**config.mk**
```make
export PLATFORM = sky130hd
export DESIGN_NAME = pic_irq_ctrl
export DESIGN_NICKNAME = d
export VERILOG_FILES = /design/src/pic_irq_ctrl.v
export VERILOG_INCLUDE_DIRS = /design/src /design/src/src
export SDC_FILE = /design/constraint.sdc
export NUM_CORES = 1
export LEC_CHECK = 0
export BUFFER_PORTS_ARGS = -buffer_cell sky130_fd_sc_hd__buf_2
export CORE_UTILIZATION = 51
export DETAILED_ROUTE_END_ITERATION = 7
export PLACE_DENSITY = 0.86
export SETUP_SLACK_MARGIN = 0.4
export SLEW_MARGIN = 20
export SYNTH_ARGS = -nofsm -noshare
export SYNTH_HDL_FRONTEND = slang
export SYNTH_SLANG_ARGS = --single-unit
export TNS_END_PERCENT = 100
```
**constraint.sdc**
```tcl
create_clock -name aclk -period 3.6 [get_ports aclk]
set_input_delay 0.54 -clock aclk [delete_from_list [all_inputs] [get_ports aclk]]
set_output_delay 0.54 -clock aclk [all_outputs]
set_load 0.005 [all_outputs]
```
**src/pic_map.vh**
```
// register offsets, field positions and reset values of the primary
// interrupt control block; assumes inclusion by the single design file
`ifndef PIC_MAP_VH
`define PIC_MAP_VH

// byte addresses on the axi4-lite bus, one aligned word each
`define PIC_OFS_EDGE 4'h0
`define PIC_OFS_CTL0 4'h4
`define PIC_OFS_CTL1 4'h8
`define PIC_OFS_CTL2 4'hc
`define PIC_OFS_PEND 4'h0
`define PIC_AW 4

// reset value of every register
`define PIC_RST8 8'h00
`define PIC_RST7 7'h00
`define PIC_RST4 4'h0

// writable masks
`define PIC_EDGE_WMASK 8'h0f
`define PIC_CTL0_WMASK 7'h7f

// edge select encodings
`define PIC_EDGE_OFF 2'h0
`define PIC_EDGE_RISE 2'h1
`define PIC_EDGE_FALL 2'h2
`define PIC_EDGE_BOTH 2'h3

// ext_edge_select fields
`define PIC_PIN_B_SEL 3:2
`define PIC_PIN_A_SEL 1:0

// irq_ctrl_first fields
`define PIC_C0_MG0_F 6
`define PIC_C0_CMP_F 5
`define PIC_C0_PINA_F 4
`define PIC_C0_MG0_E 3
`define PIC_C0_CMP_E 2
`define PIC_C0_PINA_E 1
`define PIC_C0_GIE 0

// irq_ctrl_second / third: flags high nibble, enables low nibble
`define PIC_FLAGS 7:4
`define PIC_ENS 3:0

// axi responses
`define PIC_RESP_OKAY 2'h0
`define PIC_RESP_SLVERR 2'h2

`endif

```
**src/pic_irq_ctrl.v**
```verilog
// primary interrupt controller: edge select, global enable, request
// flags and enables of the primary sources, axi4-lite register slave.
// assumes event inputs are one-cycle pulses (or levels sampled each
// cycle), pins and groups synchronous to aclk.
//
// Contract
// - pin b detection is chosen by bits 3:2: off, rising, falling, both.
// - pin a detection is chosen by bits 1:0 with the same encoding.
// - upper four bits of the edge select register read as zero.
// - top bit of the first control register reads as zero.
// - bit 0 of the first control register is the global enable.
// - bit 6 of the first control register is the group 0 request flag.
// - bit 3 of the first control register enables group 0.
// - bit 5 of the first control register is set by a comparator event.
// - bit 2 of the first control register enables the comparator.
// - bit 4 flags the selected pin a edge, bit 1 enables it.
// - second register holds group 1 flag at bit 4, enable at bit 0.
// - second register holds time base 0 enable at 3, flag at 7.
// - each multi-function group merges several sub-sources.
//
// ----------------------------------------------------------------
// register layout
// ----------------------------------------------------------------
// ext_edge_select, byte address 0x0
//   bits 7:4  no function, read as zero
//   bits 3:2  pin b edge choice
//   bits 1:0  pin a edge choice
//   encoding  00 off, 01 rising, 10 falling, 11 both
// irq_ctrl_first, byte address 0x4
//   bit 7     no function, read as zero
//   bit 6     group 0 request flag
//   bit 5     comparator request flag
//   bit 4     pin a request flag
//   bit 3     group 0 enable
//   bit 2     comparator enable
//   bit 1     pin a enable
//   bit 0     global enable
// irq_ctrl_second, byte address 0x8
//   bits 7:4  flags: time base 0, converter, group 2, group 1
//   bits 3:0  enables in the same order
// irq_ctrl_third, byte address 0xc
//   bits 7:4  flags: uart, serial module, pin b, time base 1
//   bits 3:0  enables in the same order
//
// ----------------------------------------------------------------
// timing and limits
// ----------------------------------------------------------------
// an event sampled at one edge shows in its flag after that edge,
// and the matching request line follows combinationally.
// flags are plain read/write: software clears a flag by writing a
// zero, so a read-modify-write that races an event can lose it: only
// a set in the same cycle as the write always wins.
// only byte lane 0 carries register data; a write with lane 0
// strobe low is answered okay and changes nothing.
// an address outside the four registers answers with slave error
// and leaves every register untouched.
// pins are taken as synchronous; a pin held high across reset
// release shows one rising edge, since the prior level resets low.
// the bus answers one cycle after it has taken both address and
// data (write) or the address (read), and holds the answer until
// the master accepts it.
// no vector or priority logic sits here: each source has its own
// request line and the core arbitrates between them.
`timescale 1ns/1ns
`include "pic_map.vh"

module pic_irq_ctrl (
  input wire aclk,
  input wire aresetn,
  // axi4-lite slave
  input wire [3:0] s_axi_awaddr,
  input wire s_axi_awvalid,
  output wire s_axi_awready,
  input wire [31:0] s_axi_wdata,
  input wire [3:0] s_axi_wstrb,
  input wire s_axi_wvalid,
  output wire s_axi_wready,
  output reg [1:0] s_axi_bresp,
  output reg s_axi_bvalid,
  input wire s_axi_bready,
  input wire [3:0] s_axi_araddr,
  input wire s_axi_arvalid,
  output wire s_axi_arready,
  output reg [31:0] s_axi_rdata,
  output reg [1:0] s_axi_rresp,
  output reg s_axi_rvalid,
  input wire s_axi_rready,
  // external pins
  input wire ext_irq_pin_a,
  input wire ext_irq_pin_b,
  // event sources
  input wire comparator_evt,
  input wire [7:0] multi_group0_src,
  input wire [7:0] multi_group1_src,
  input wire [7:0] multi_group2_src,
  input wire converter_evt,
  input wire timebase_zero_evt,
  input wire timebase_one_evt,
  input wire serial_module_evt,
  input wire async_serial_evt,
  // to the core, one line per vector
  output wire irq_pin_a,
  output wire irq_comparator,
  output wire irq_group0,
  output wire irq_group1,
  output wire irq_group2,
  output wire irq_converter,
  output wire irq_timebase0,
  output wire irq_timebase1,
  output wire irq_serial_module,
  output wire irq_async_serial,
  output wire irq_pin_b,
  output wire irq
);

  // ----------------------------------------------------------------
  // registers
  // ----------------------------------------------------------------
  reg [3:0] edge_sel_q;
  reg [6:0] ctl0_q;
  reg [7:0] ctl1_q;
  reg [7:0] ctl2_q;
  reg pin_a_q;
  reg pin_b_q;
  reg [3:0] awaddr_q;
  reg aw_held_q;
  reg [31:0] wdata_q;
  reg [3:0] wstrb_q;
  reg w_held_q;

  // ----------------------------------------------------------------
  // edge detection
  // ----------------------------------------------------------------
  wire [1:0] pin_a_edge_sel = edge_sel_q[`PIC_PIN_A_SEL];
  wire [1:0] pin_b_edge_sel = edge_sel_q[`PIC_PIN_B_SEL];
  wire a_rise = ext_irq_pin_a & ~pin_a_q;
  wire a_fall = ~ext_irq_pin_a & pin_a_q;
  wire b_rise = ext_irq_pin_b & ~pin_b_q;
  wire b_fall = ~ext_irq_pin_b & pin_b_q;
  reg pin_a_hit;
  reg pin_b_hit;

  // per-pin edge choice from its two-bit field
  always @* begin
    case (pin_a_edge_sel)
      `PIC_EDGE_OFF: pin_a_hit = 1'b0;
      `PIC_EDGE_RISE: pin_a_hit = a_rise;
      `PIC_EDGE_FALL: pin_a_hit = a_fall;
      `PIC_EDGE_BOTH: pin_a_hit = a_rise | a_fall;
      default: pin_a_hit = 1'b0;
    endcase
    case (pin_b_edge_sel)
      `PIC_EDGE_OFF: pin_b_hit = 1'b0;
      `PIC_EDGE_RISE: pin_b_hit = b_rise;
      `PIC_EDGE_FALL: pin_b_hit = b_fall;
      `PIC_EDGE_BOTH: pin_b_hit = b_rise | b_fall;
      default: pin_b_hit = 1'b0;
    endcase
  end

  // previous pin level; reset to low so a pin high at release looks
  // like a rising edge on the first cycle after reset is released
  always @(posedge aclk) begin
    if (!aresetn) begin
      pin_a_q <= 1'b0;
      pin_b_q <= 1'b0;
    end else begin
      pin_a_q <= ext_irq_pin_a;
      pin_b_q <= ext_irq_pin_b;
    end
  end

  // group requests share one vector: any sub-source raises the flag
  wire mg0_hit = |multi_group0_src;
  wire mg1_hit = |multi_group1_src;
  wire mg2_hit = |multi_group2_src;

  // event set vectors laid out as the flag fields
  wire [6:0] set0 = {mg0_hit, comparator_evt, pin_a_hit, 4'h0};
  wire [3:0] set1 = {timebase_zero_evt, converter_evt, mg2_hit, mg1_hit};
  wire [3:0] set2 = {async_serial_evt, serial_module_evt, pin_b_hit,
                     timebase_one_evt};

  // ----------------------------------------------------------------
  // axi4-lite write channel
  // ----------------------------------------------------------------
  // single-entry holding of address and data; either may come first
  assign s_axi_awready = ~aw_held_q & ~s_axi_bvalid;
  assign s_axi_wready = ~w_held_q & ~s_axi_bvalid;
  wire aw_fire = s_axi_awvalid & s_axi_awready;
  wire w_fire = s_axi_wvalid & s_axi_wready;
  wire have_aw = aw_held_q | aw_fire;
  wire have_w = w_held_q | w_fire;
  wire wr_go = have_aw & have_w;
  wire [3:0] wr_addr = aw_held_q ? awaddr_q : s_axi_awaddr;
  wire [31:0] wr_data = w_held_q ? wdata_q : s_axi_wdata;
  wire wr_lane0 = w_held_q ? wstrb_q[0] : s_axi_wstrb[0];
  wire [7:0] wb = wr_data[7:0];
  wire wr_hit = (wr_addr == `PIC_OFS_EDGE) | (wr_addr == `PIC_OFS_CTL0) |
                (wr_addr == `PIC_OFS_CTL1) | (wr_addr == `PIC_OFS_CTL2);
  wire wr_en = wr_go & wr_lane0;

  always @(posedge aclk) begin
    if (!aresetn) begin
      aw_held_q <= 1'b0;
      w_held_q <= 1'b0;
      awaddr_q <= `PIC_OFS_PEND;
      wdata_q <= 32'h0000_0000;
      wstrb_q <= 4'h0;
      s_axi_bvalid <= 1'b0;
      s_axi_bresp <= `PIC_RESP_OKAY;
    end else begin
      if (aw_fire & ~wr_go) begin
        aw_held_q <= 1'b1;
        awaddr_q <= s_axi_awaddr;
      end
      if (w_fire & ~wr_go) begin
        w_held_q <= 1'b1;
        wdata_q <= s_axi_wdata;
        wstrb_q <= s_axi_wstrb;
      end
      if (wr_go) begin
        aw_held_q <= 1'b0;
        w_held_q <= 1'b0;
        s_axi_bvalid <= 1'b1;
        s_axi_bresp <= wr_hit ? `PIC_RESP_OKAY : `PIC_RESP_SLVERR;
      end else if (s_axi_bready) begin
        s_axi_bvalid <= 1'b0;
      end
    end
  end

  // ----------------------------------------------------------------
  // control registers
  // ----------------------------------------------------------------
  // flags are plain read/write: software clears them by writing zero,
  // and a hardware event in the same cycle still sets the flag
  always @(posedge aclk) begin
    if (!aresetn) begin
      edge_sel_q <= `PIC_RST4;
      ctl0_q <= `PIC_RST7;
      ctl1_q <= `PIC_RST8;
      ctl2_q <= `PIC_RST8;
    end else begin
      if (wr_en && wr_addr == `PIC_OFS_EDGE) begin
        edge_sel_q <= wb[3:0];
      end
      if (wr_en && wr_addr == `PIC_OFS_CTL0) begin
        ctl0_q <= (wb[6:0] & `PIC_CTL0_WMASK) | set0;
      end else begin
        ctl0_q <= ctl0_q | set0;
      end
      if (wr_en && wr_addr == `PIC_OFS_CTL1) begin
        ctl1_q <= wb | {set1, 4'h0};
      end else begin
        ctl1_q[`PIC_FLAGS] <= ctl1_q[`PIC_FLAGS] | set1;
      end
      if (wr_en && wr_addr == `PIC_OFS_CTL2) begin
        ctl2_q <= wb | {set2, 4'h0};
      end else begin
        ctl2_q[`PIC_FLAGS] <= ctl2_q[`PIC_FLAGS] | set2;
      end
    end
  end

  // ----------------------------------------------------------------
  // axi4-lite read channel
  // ----------------------------------------------------------------
  assign s_axi_arready = ~s_axi_rvalid;
  wire ar_fire = s_axi_arvalid & s_axi_arready;
  reg [7:0] rd_byte;
  reg rd_hit;

  // unused bits pad with zero
  always @* begin
    rd_hit = 1'b1;
    case (s_axi_araddr)
      `PIC_OFS_EDGE: rd_byte = {4'h0, edge_sel_q};
      `PIC_OFS_CTL0: rd_byte = {1'b0, ctl0_q};
      `PIC_OFS_CTL1: rd_byte = ctl1_q;
      `PIC_OFS_CTL2: rd_byte = ctl2_q;
      default: begin
        rd_byte = 8'h00;
        rd_hit = 1'b0;
      end
    endcase
  end

  always @(posedge aclk) begin
    if (!aresetn) begin
      s_axi_rvalid <= 1'b0;
      s_axi_rdata <= 32'h0000_0000;
      s_axi_rresp <= `PIC_RESP_OKAY;
    end else if (ar_fire) begin
      s_axi_rvalid <= 1'b1;
      s_axi_rdata <= {24'h00_0000, rd_byte};
      s_axi_rresp <= rd_hit ? `PIC_RESP_OKAY : `PIC_RESP_SLVERR;
    end else if (s_axi_rready) begin
      s_axi_rvalid <= 1'b0;
    end
  end

  // ----------------------------------------------------------------
  // requests to the core
  // ----------------------------------------------------------------
  // each line needs flag, own enable and global enable
  wire gie = ctl0_q[`PIC_C0_GIE];
  wire [3:0] req1 = ctl1_q[`PIC_FLAGS] & ctl1_q[`PIC_ENS];
  wire [3:0] req2 = ctl2_q[`PIC_FLAGS] & ctl2_q[`PIC_ENS];
  assign irq_pin_a = gie & ctl0_q[`PIC_C0_PINA_F] &
                     ctl0_q[`PIC_C0_PINA_E];
  assign irq_comparator = gie & ctl0_q[`PIC_C0_CMP_F] &
                          ctl0_q[`PIC_C0_CMP_E];
  assign irq_group0 = gie & ctl0_q[`PIC_C0_MG0_F] &
                      ctl0_q[`PIC_C0_MG0_E];
  assign irq_group1 = gie & req1[0];
  assign irq_group2 = gie & req1[1];
  assign irq_converter = gie & req1[2];
  assign irq_timebase0 = gie & req1[3];
  assign irq_timebase1 = gie & req2[0];
  assign irq_pin_b = gie & req2[1];
  assign irq_serial_module = gie & req2[2];
  assign irq_async_serial = gie & req2[3];
  assign irq = irq_pin_a | irq_comparator | irq_group0 | irq_group1 |
               irq_group2 | irq_converter | irq_timebase0 |
               irq_timebase1 | irq_pin_b | irq_serial_module |
               irq_async_serial;

endmodule // pic_irq_ctrl

```
# Word level (Yosys, flattened, before mapping)
# Index checks and enable logic that the tools add are counted.
# classes
div	0
shifts	0
n_addsub	0
n_mul	0
magnitude_cmp	0
reduce_logical	15
n_mux	16
eq_ne	12
bitwise	62
# op_table
op	count
$pmux W8 S4	1
$and A1 B1 Y1	27
$reduce_or A8 Y1	3
$or A1 B1 Y1	17
$eq A4 B4 Y1 const B	4
$or A8 B8 Y8	2
$or A7 B7 Y7	2
$mux W4	3
$not A1 Y1	10
$and A4 B4 Y4	2
$eq A2 B2 Y1 const B	4
$eq A4 B3 Y1 const B	2
$logic_not A4 Y1	2
$mux W8	1
$or A4 B4 Y4	2
$pmux W1 S4	2
$mux W7	1
$mux W1	6
$eq A2 B1 Y1 const B	2
$logic_and A1 B1 Y1	4
$logic_not A2 Y1	2
$mux W2	2
$reduce_bool A2 Y1	2
$reduce_or A4 Y1	1
$reduce_or A2 Y1	1
# totals
word_cells	123
rom_bits	0
ramBits	0
latch_bits	0
memories	0
register_bits	58
input_bits	83

# Longest topological paths before layout
# depth
word_depth	12
depth_mapped	7
mapped_depth_nobuf	6

# Worst setup path after synthesis
# No wires, ideal clock.
# synth_timing
kind	in2reg
from	in s_axi_awaddr[0]
to	reg ctl1_q[6]
n_path_buf	0
cell_stages	4
path_slack_ps	1765
setup_time_ps	122
arrival_time_ps	1713
t_required_ps	3478
cell_sequence	or3_4 a211oi_4 nand2_1 o311a_1
# synth_between
elab_chain_len	4
# synth_lines
item	line_no	source
start, declared	pic_irq_ctrl.v:71	input wire [3:0] s_axi_awaddr,
$mux W4	pic_irq_ctrl.v:195	wire [3:0] wr_addr = aw_held_q ? awaddr_q : s_axi_awaddr;
$eq A4 B4 Y1 (no line)	-	
$logic_and A1 B1 Y1 (no line)	-	
$mux W4	pic_irq_ctrl.v:253	if (wr_en && wr_addr == `PIC_OFS_CTL1) begin
end signal, assigned	pic_irq_ctrl.v:242	ctl1_q <= `PIC_RST8;
end signal, assigned	pic_irq_ctrl.v:254	ctl1_q <= wb | {set1, 4'h0};
end signal, assigned by index	pic_irq_ctrl.v:256	ctl1_q[`PIC_FLAGS] <= ctl1_q[`PIC_FLAGS] | set1;
end, declared	pic_irq_ctrl.v:121	reg [7:0] ctl1_q;
# No other way between the ends.
# A chain may end at the register's enable or synchronous reset.

# Final worst setup path
# layout_timing
from	reg aw_held_q
to	reg ctl1_q[7]
# layout_between
elab_chain_len	8
# layout_lines
item	line_no	source
start, declared	pic_irq_ctrl.v:126	reg aw_held_q;
start signal, assigned	pic_irq_ctrl.v:205	aw_held_q <= 1'b0;
start signal, assigned	pic_irq_ctrl.v:214	aw_held_q <= 1'b1;
start signal, assigned	pic_irq_ctrl.v:223	aw_held_q <= 1'b0;
$not A1 Y1	pic_irq_ctrl.v:188	assign s_axi_awready = ~aw_held_q & ~s_axi_bvalid;
$and A1 B1 Y1	pic_irq_ctrl.v:188	
$and A1 B1 Y1	pic_irq_ctrl.v:190	wire aw_fire = s_axi_awvalid & s_axi_awready;
$or A1 B1 Y1	pic_irq_ctrl.v:192	wire have_aw = aw_held_q | aw_fire;
$and A1 B1 Y1	pic_irq_ctrl.v:194	wire wr_go = have_aw & have_w;
$and A1 B1 Y1	pic_irq_ctrl.v:201	wire wr_en = wr_go & wr_lane0;
$logic_and A1 B1 Y1 (no line) (*)	-	
$mux W4 (*)	pic_irq_ctrl.v:253	
# Mark *: on every way between the ends. The rest lies on a longest branch, timed or not.

==> flow_summary.toml <==
[worst_setup_path]
path_delay_family = "compound AO/OA/AOI/OAI gates"
required_ps = 3810
crit_fanout = 13
critPathKind = "flip-flop to flip-flop"
cp_data_arrival_time_ps = 2470
path_cells = "or3b_1, a211oi_4, nand2_1, o311a_1"
critPathSlowestCell = "dfxtp_1"
cp-start-kind = "flip-flop"
critPathMaxStageDelay_ps = 700
path_buf_inv = 0
endpoint_kind = "flip-flop"

[sta]
finalHoldViolations = 0
finalMaxSlewViolations = 0
finalCriticalPeriod_ps = 2269
fin_crit_sh = 0.6303
max_freq_mhz = 440.7
setup_viol = 0
worst_slew_pin_slew_ps = 817.2
slew_headroom = 0.4546
rsz0062_at_grt = "no"
hold_slack_ps = 460.3
final.setup.tns_ps = 0
finClkSkew_ps = 7.915

[logic_synthesis]
ys.warnings.count = 0
synth_cell_types = 45
synth-edff-count = 0
ys_seq_area_frac = 0.3665
syn-cell-area_um2 = 3059
ys_seq_elements = 56
synth_compound_area_frac = 0.1693
synth_commonest_cells = "dfxtp_1, nor2_1, nor3_1, buf_4, mux2i_1"
synth-adder-area-share = 0.01636
yosysMostFrequentCell = "dfxtp_1"
avgSynthCellArea_um2 = 9.187
synthTopCellsByArea = "dfxtp_1, buf_4, mux2i_1"
synth_top_area_share = 0.3665
synth_mux_area_frac = 0.1468
async_flop_share = 0
synth_top_family_by_area = "simple AND/OR/NAND/NOR gates"
synth_largest_area_cell = "dfxtp_1"
yosys_most_used_dff = "dfxtp_1"
synth_cells = 333
synth-simple-area-share = 0.1992
synth-xor-area-share = 0

[power]
p_leak_uw = 0.001628
power.total_uw = 1378
ir_worst_vdd_v = 0.0001885
powerDensity_nw_per_um2 = 390.1

[route]
vias = 2773
drt-wirelength-per-cell_um = 15.50
ant_nets = 0
drcViolationCount = 0
drt-initial-drc-count = 226
post_drt_via_cell_ratio = 5.777
drt_pass1_iterations = 4
postRouteWirelength_um = 7440

[clock_network]
clk_pin_slew_ps = 100
cts-root-buf = "clkbuf_8"
h-tree-depth = 2
cts_setup_buffers = 0
cts_hold_buf = 0
clock_path_buffers = 2
cts-buffers-inserted = 5
clk_latency_ps = 310
cts.sinks = 56
cts_tree = "yes"
cts_resized = 0

[final_layout]
area_growth_syn_to_layout_pct = 15.46
drive_gt1_frac = 0.2819
fin_nets = 494
diodes = 0
design_area_um2 = 3532

[place]
place_hpwl_um = 5580
postPlaceCellArea_um2 = 3406
gp_congestion = 0.8431
io_buffers = 82

[global_routing]
grt_pass1_wl_um = 11820
grt_pass1_vias = 2530
grt-ovfl-total = 0
gr-usage-all-layers = 0.2396
grt_max_degree = 27
antenna_found_initial = 0

[floorplan]
num_rows = 27
die_w_um = 79.45
die_y_um = 79.45
design.die.area_um2 = 6312
start_util = 0.5422
coreArea_um2 = 5642
design.portCount = 136

[run_status]
status = "finished, final reports clean"

[hold_path]
worstHoldPathType = "flip-flop to flip-flop"

[run]
maxCapViolations = 0
tightest hold or removal path: stages, from the launching register on:
cell     delay (ps)
dfxtp_1         320
nand2_1          50
a21oi_1          50
state kept, by name, indices dropped and copies added, names as in the netlist:
signal        cells
s_axi_bvalid      1
ctl2_q            8
awaddr_q          4
wdata_q           8
wstrb_q           1
edge_sel_q        4
ctl1_q            8
pin_a_q           1
s_axi_rdata       8
s_axi_rresp       1
s_axi_rvalid      1
pin_b_q           1
ctl0_q            7
s_axi_bresp       1
w_held_q          1
aw_held_q         1
cell type report:
class	count	area [µm²]
Fill cell	503	2110
Multi-Input combinational cell	249	1724
Sequential cell	56	1121
Timing Repair Buffer	85	432.9
Clock buffer	7	96.34
Tap cell	72	90.09
Inverter	10	37.54
Clock inverter	1	30.03
path summary, 6_finish.rpt:
path                          startpoint  cells past startpoint  slack [ps]                           to
min reg2reg  s_axi_bresp[1]$_SDFFE_PN0P_                      2         460  s_axi_bresp[1]$_SDFFE_PN0P_
max reg2reg       aw_held_q$_SDFFE_PP0P_                      4        1330         ctl1_q[7]$_SDFF_PN0_
min          s_axi_bresp[1]$_SDFFE_PN0P_                      2         460  s_axi_bresp[1]$_SDFFE_PN0P_
max               aw_held_q$_SDFFE_PP0P_                      4        1330         ctl1_q[7]$_SDFF_PN0_
routing by layer:
metal / GRT usage / wire length [µm]
met1: 0.3048 / 3211
met3: 0.05029 / 563
met2: 0.3957 / 3522
met5: 0 / 0
met4: 0.09091 / 144
layout by cell type, fill, tap and decap left out, types with 3 or more instances in the layout:
master | Yosys | final
clkbuf_8 | 0 | 7
nor2_1 | 32 | 32
o21ai_1 | 6 | 6
conb_1 | 1 | 26
o31a_1 | 4 | 4
ha_1 | 4 | 4
mux2_1 | 4 | 4
o311a_1 | 6 | 6
buf_2 | 3 | 82
nand2_1 | 9 | 9
nor2b_1 | 3 | 3
a21oi_1 | 18 | 18
a31oi_1 | 5 | 5
a22o_1 | 3 | 3
and3_1 | 11 | 11
mux2i_1 | 19 | 19
dfxtp_1 | 56 | 56
a21boi_1 | 4 | 4
mux2_2 | 9 | 9
or3_1 | 5 | 5
a22oi_1 | 8 | 8
mux4_2 | 4 | 4
nor3_1 | 27 | 27
inv_1 | 10 | 10
buf_4 | 26 | 3
nand2b_1 | 5 | 5
nor4_1 | 12 | 12
o211a_1 | 4 | 4
report_power, final:
part	switching, µW	internal [µW]
clock	205	246
combinational	141	105
sequential	33.6	647
total	380	998
per-stage QoR:
step                      worst slack [ps]  cells    util
after floorplan                       1765    358       -
after global placement                1419    472  0.6037
after detailed placement              1383    472  0.6037
after CTS                             1354    480  0.6261
after global routing                  1246    480  0.6261
final                                 1331    480  0.6261
kinds of logic after synthesis:
group / Yosys count
other cells: 1
compound gates: 67
flops: 56
simple gates: 115
buf+inv: 53
mux: 37
fa+ha+maj: 4
Power figures use the tool's default switching activity.
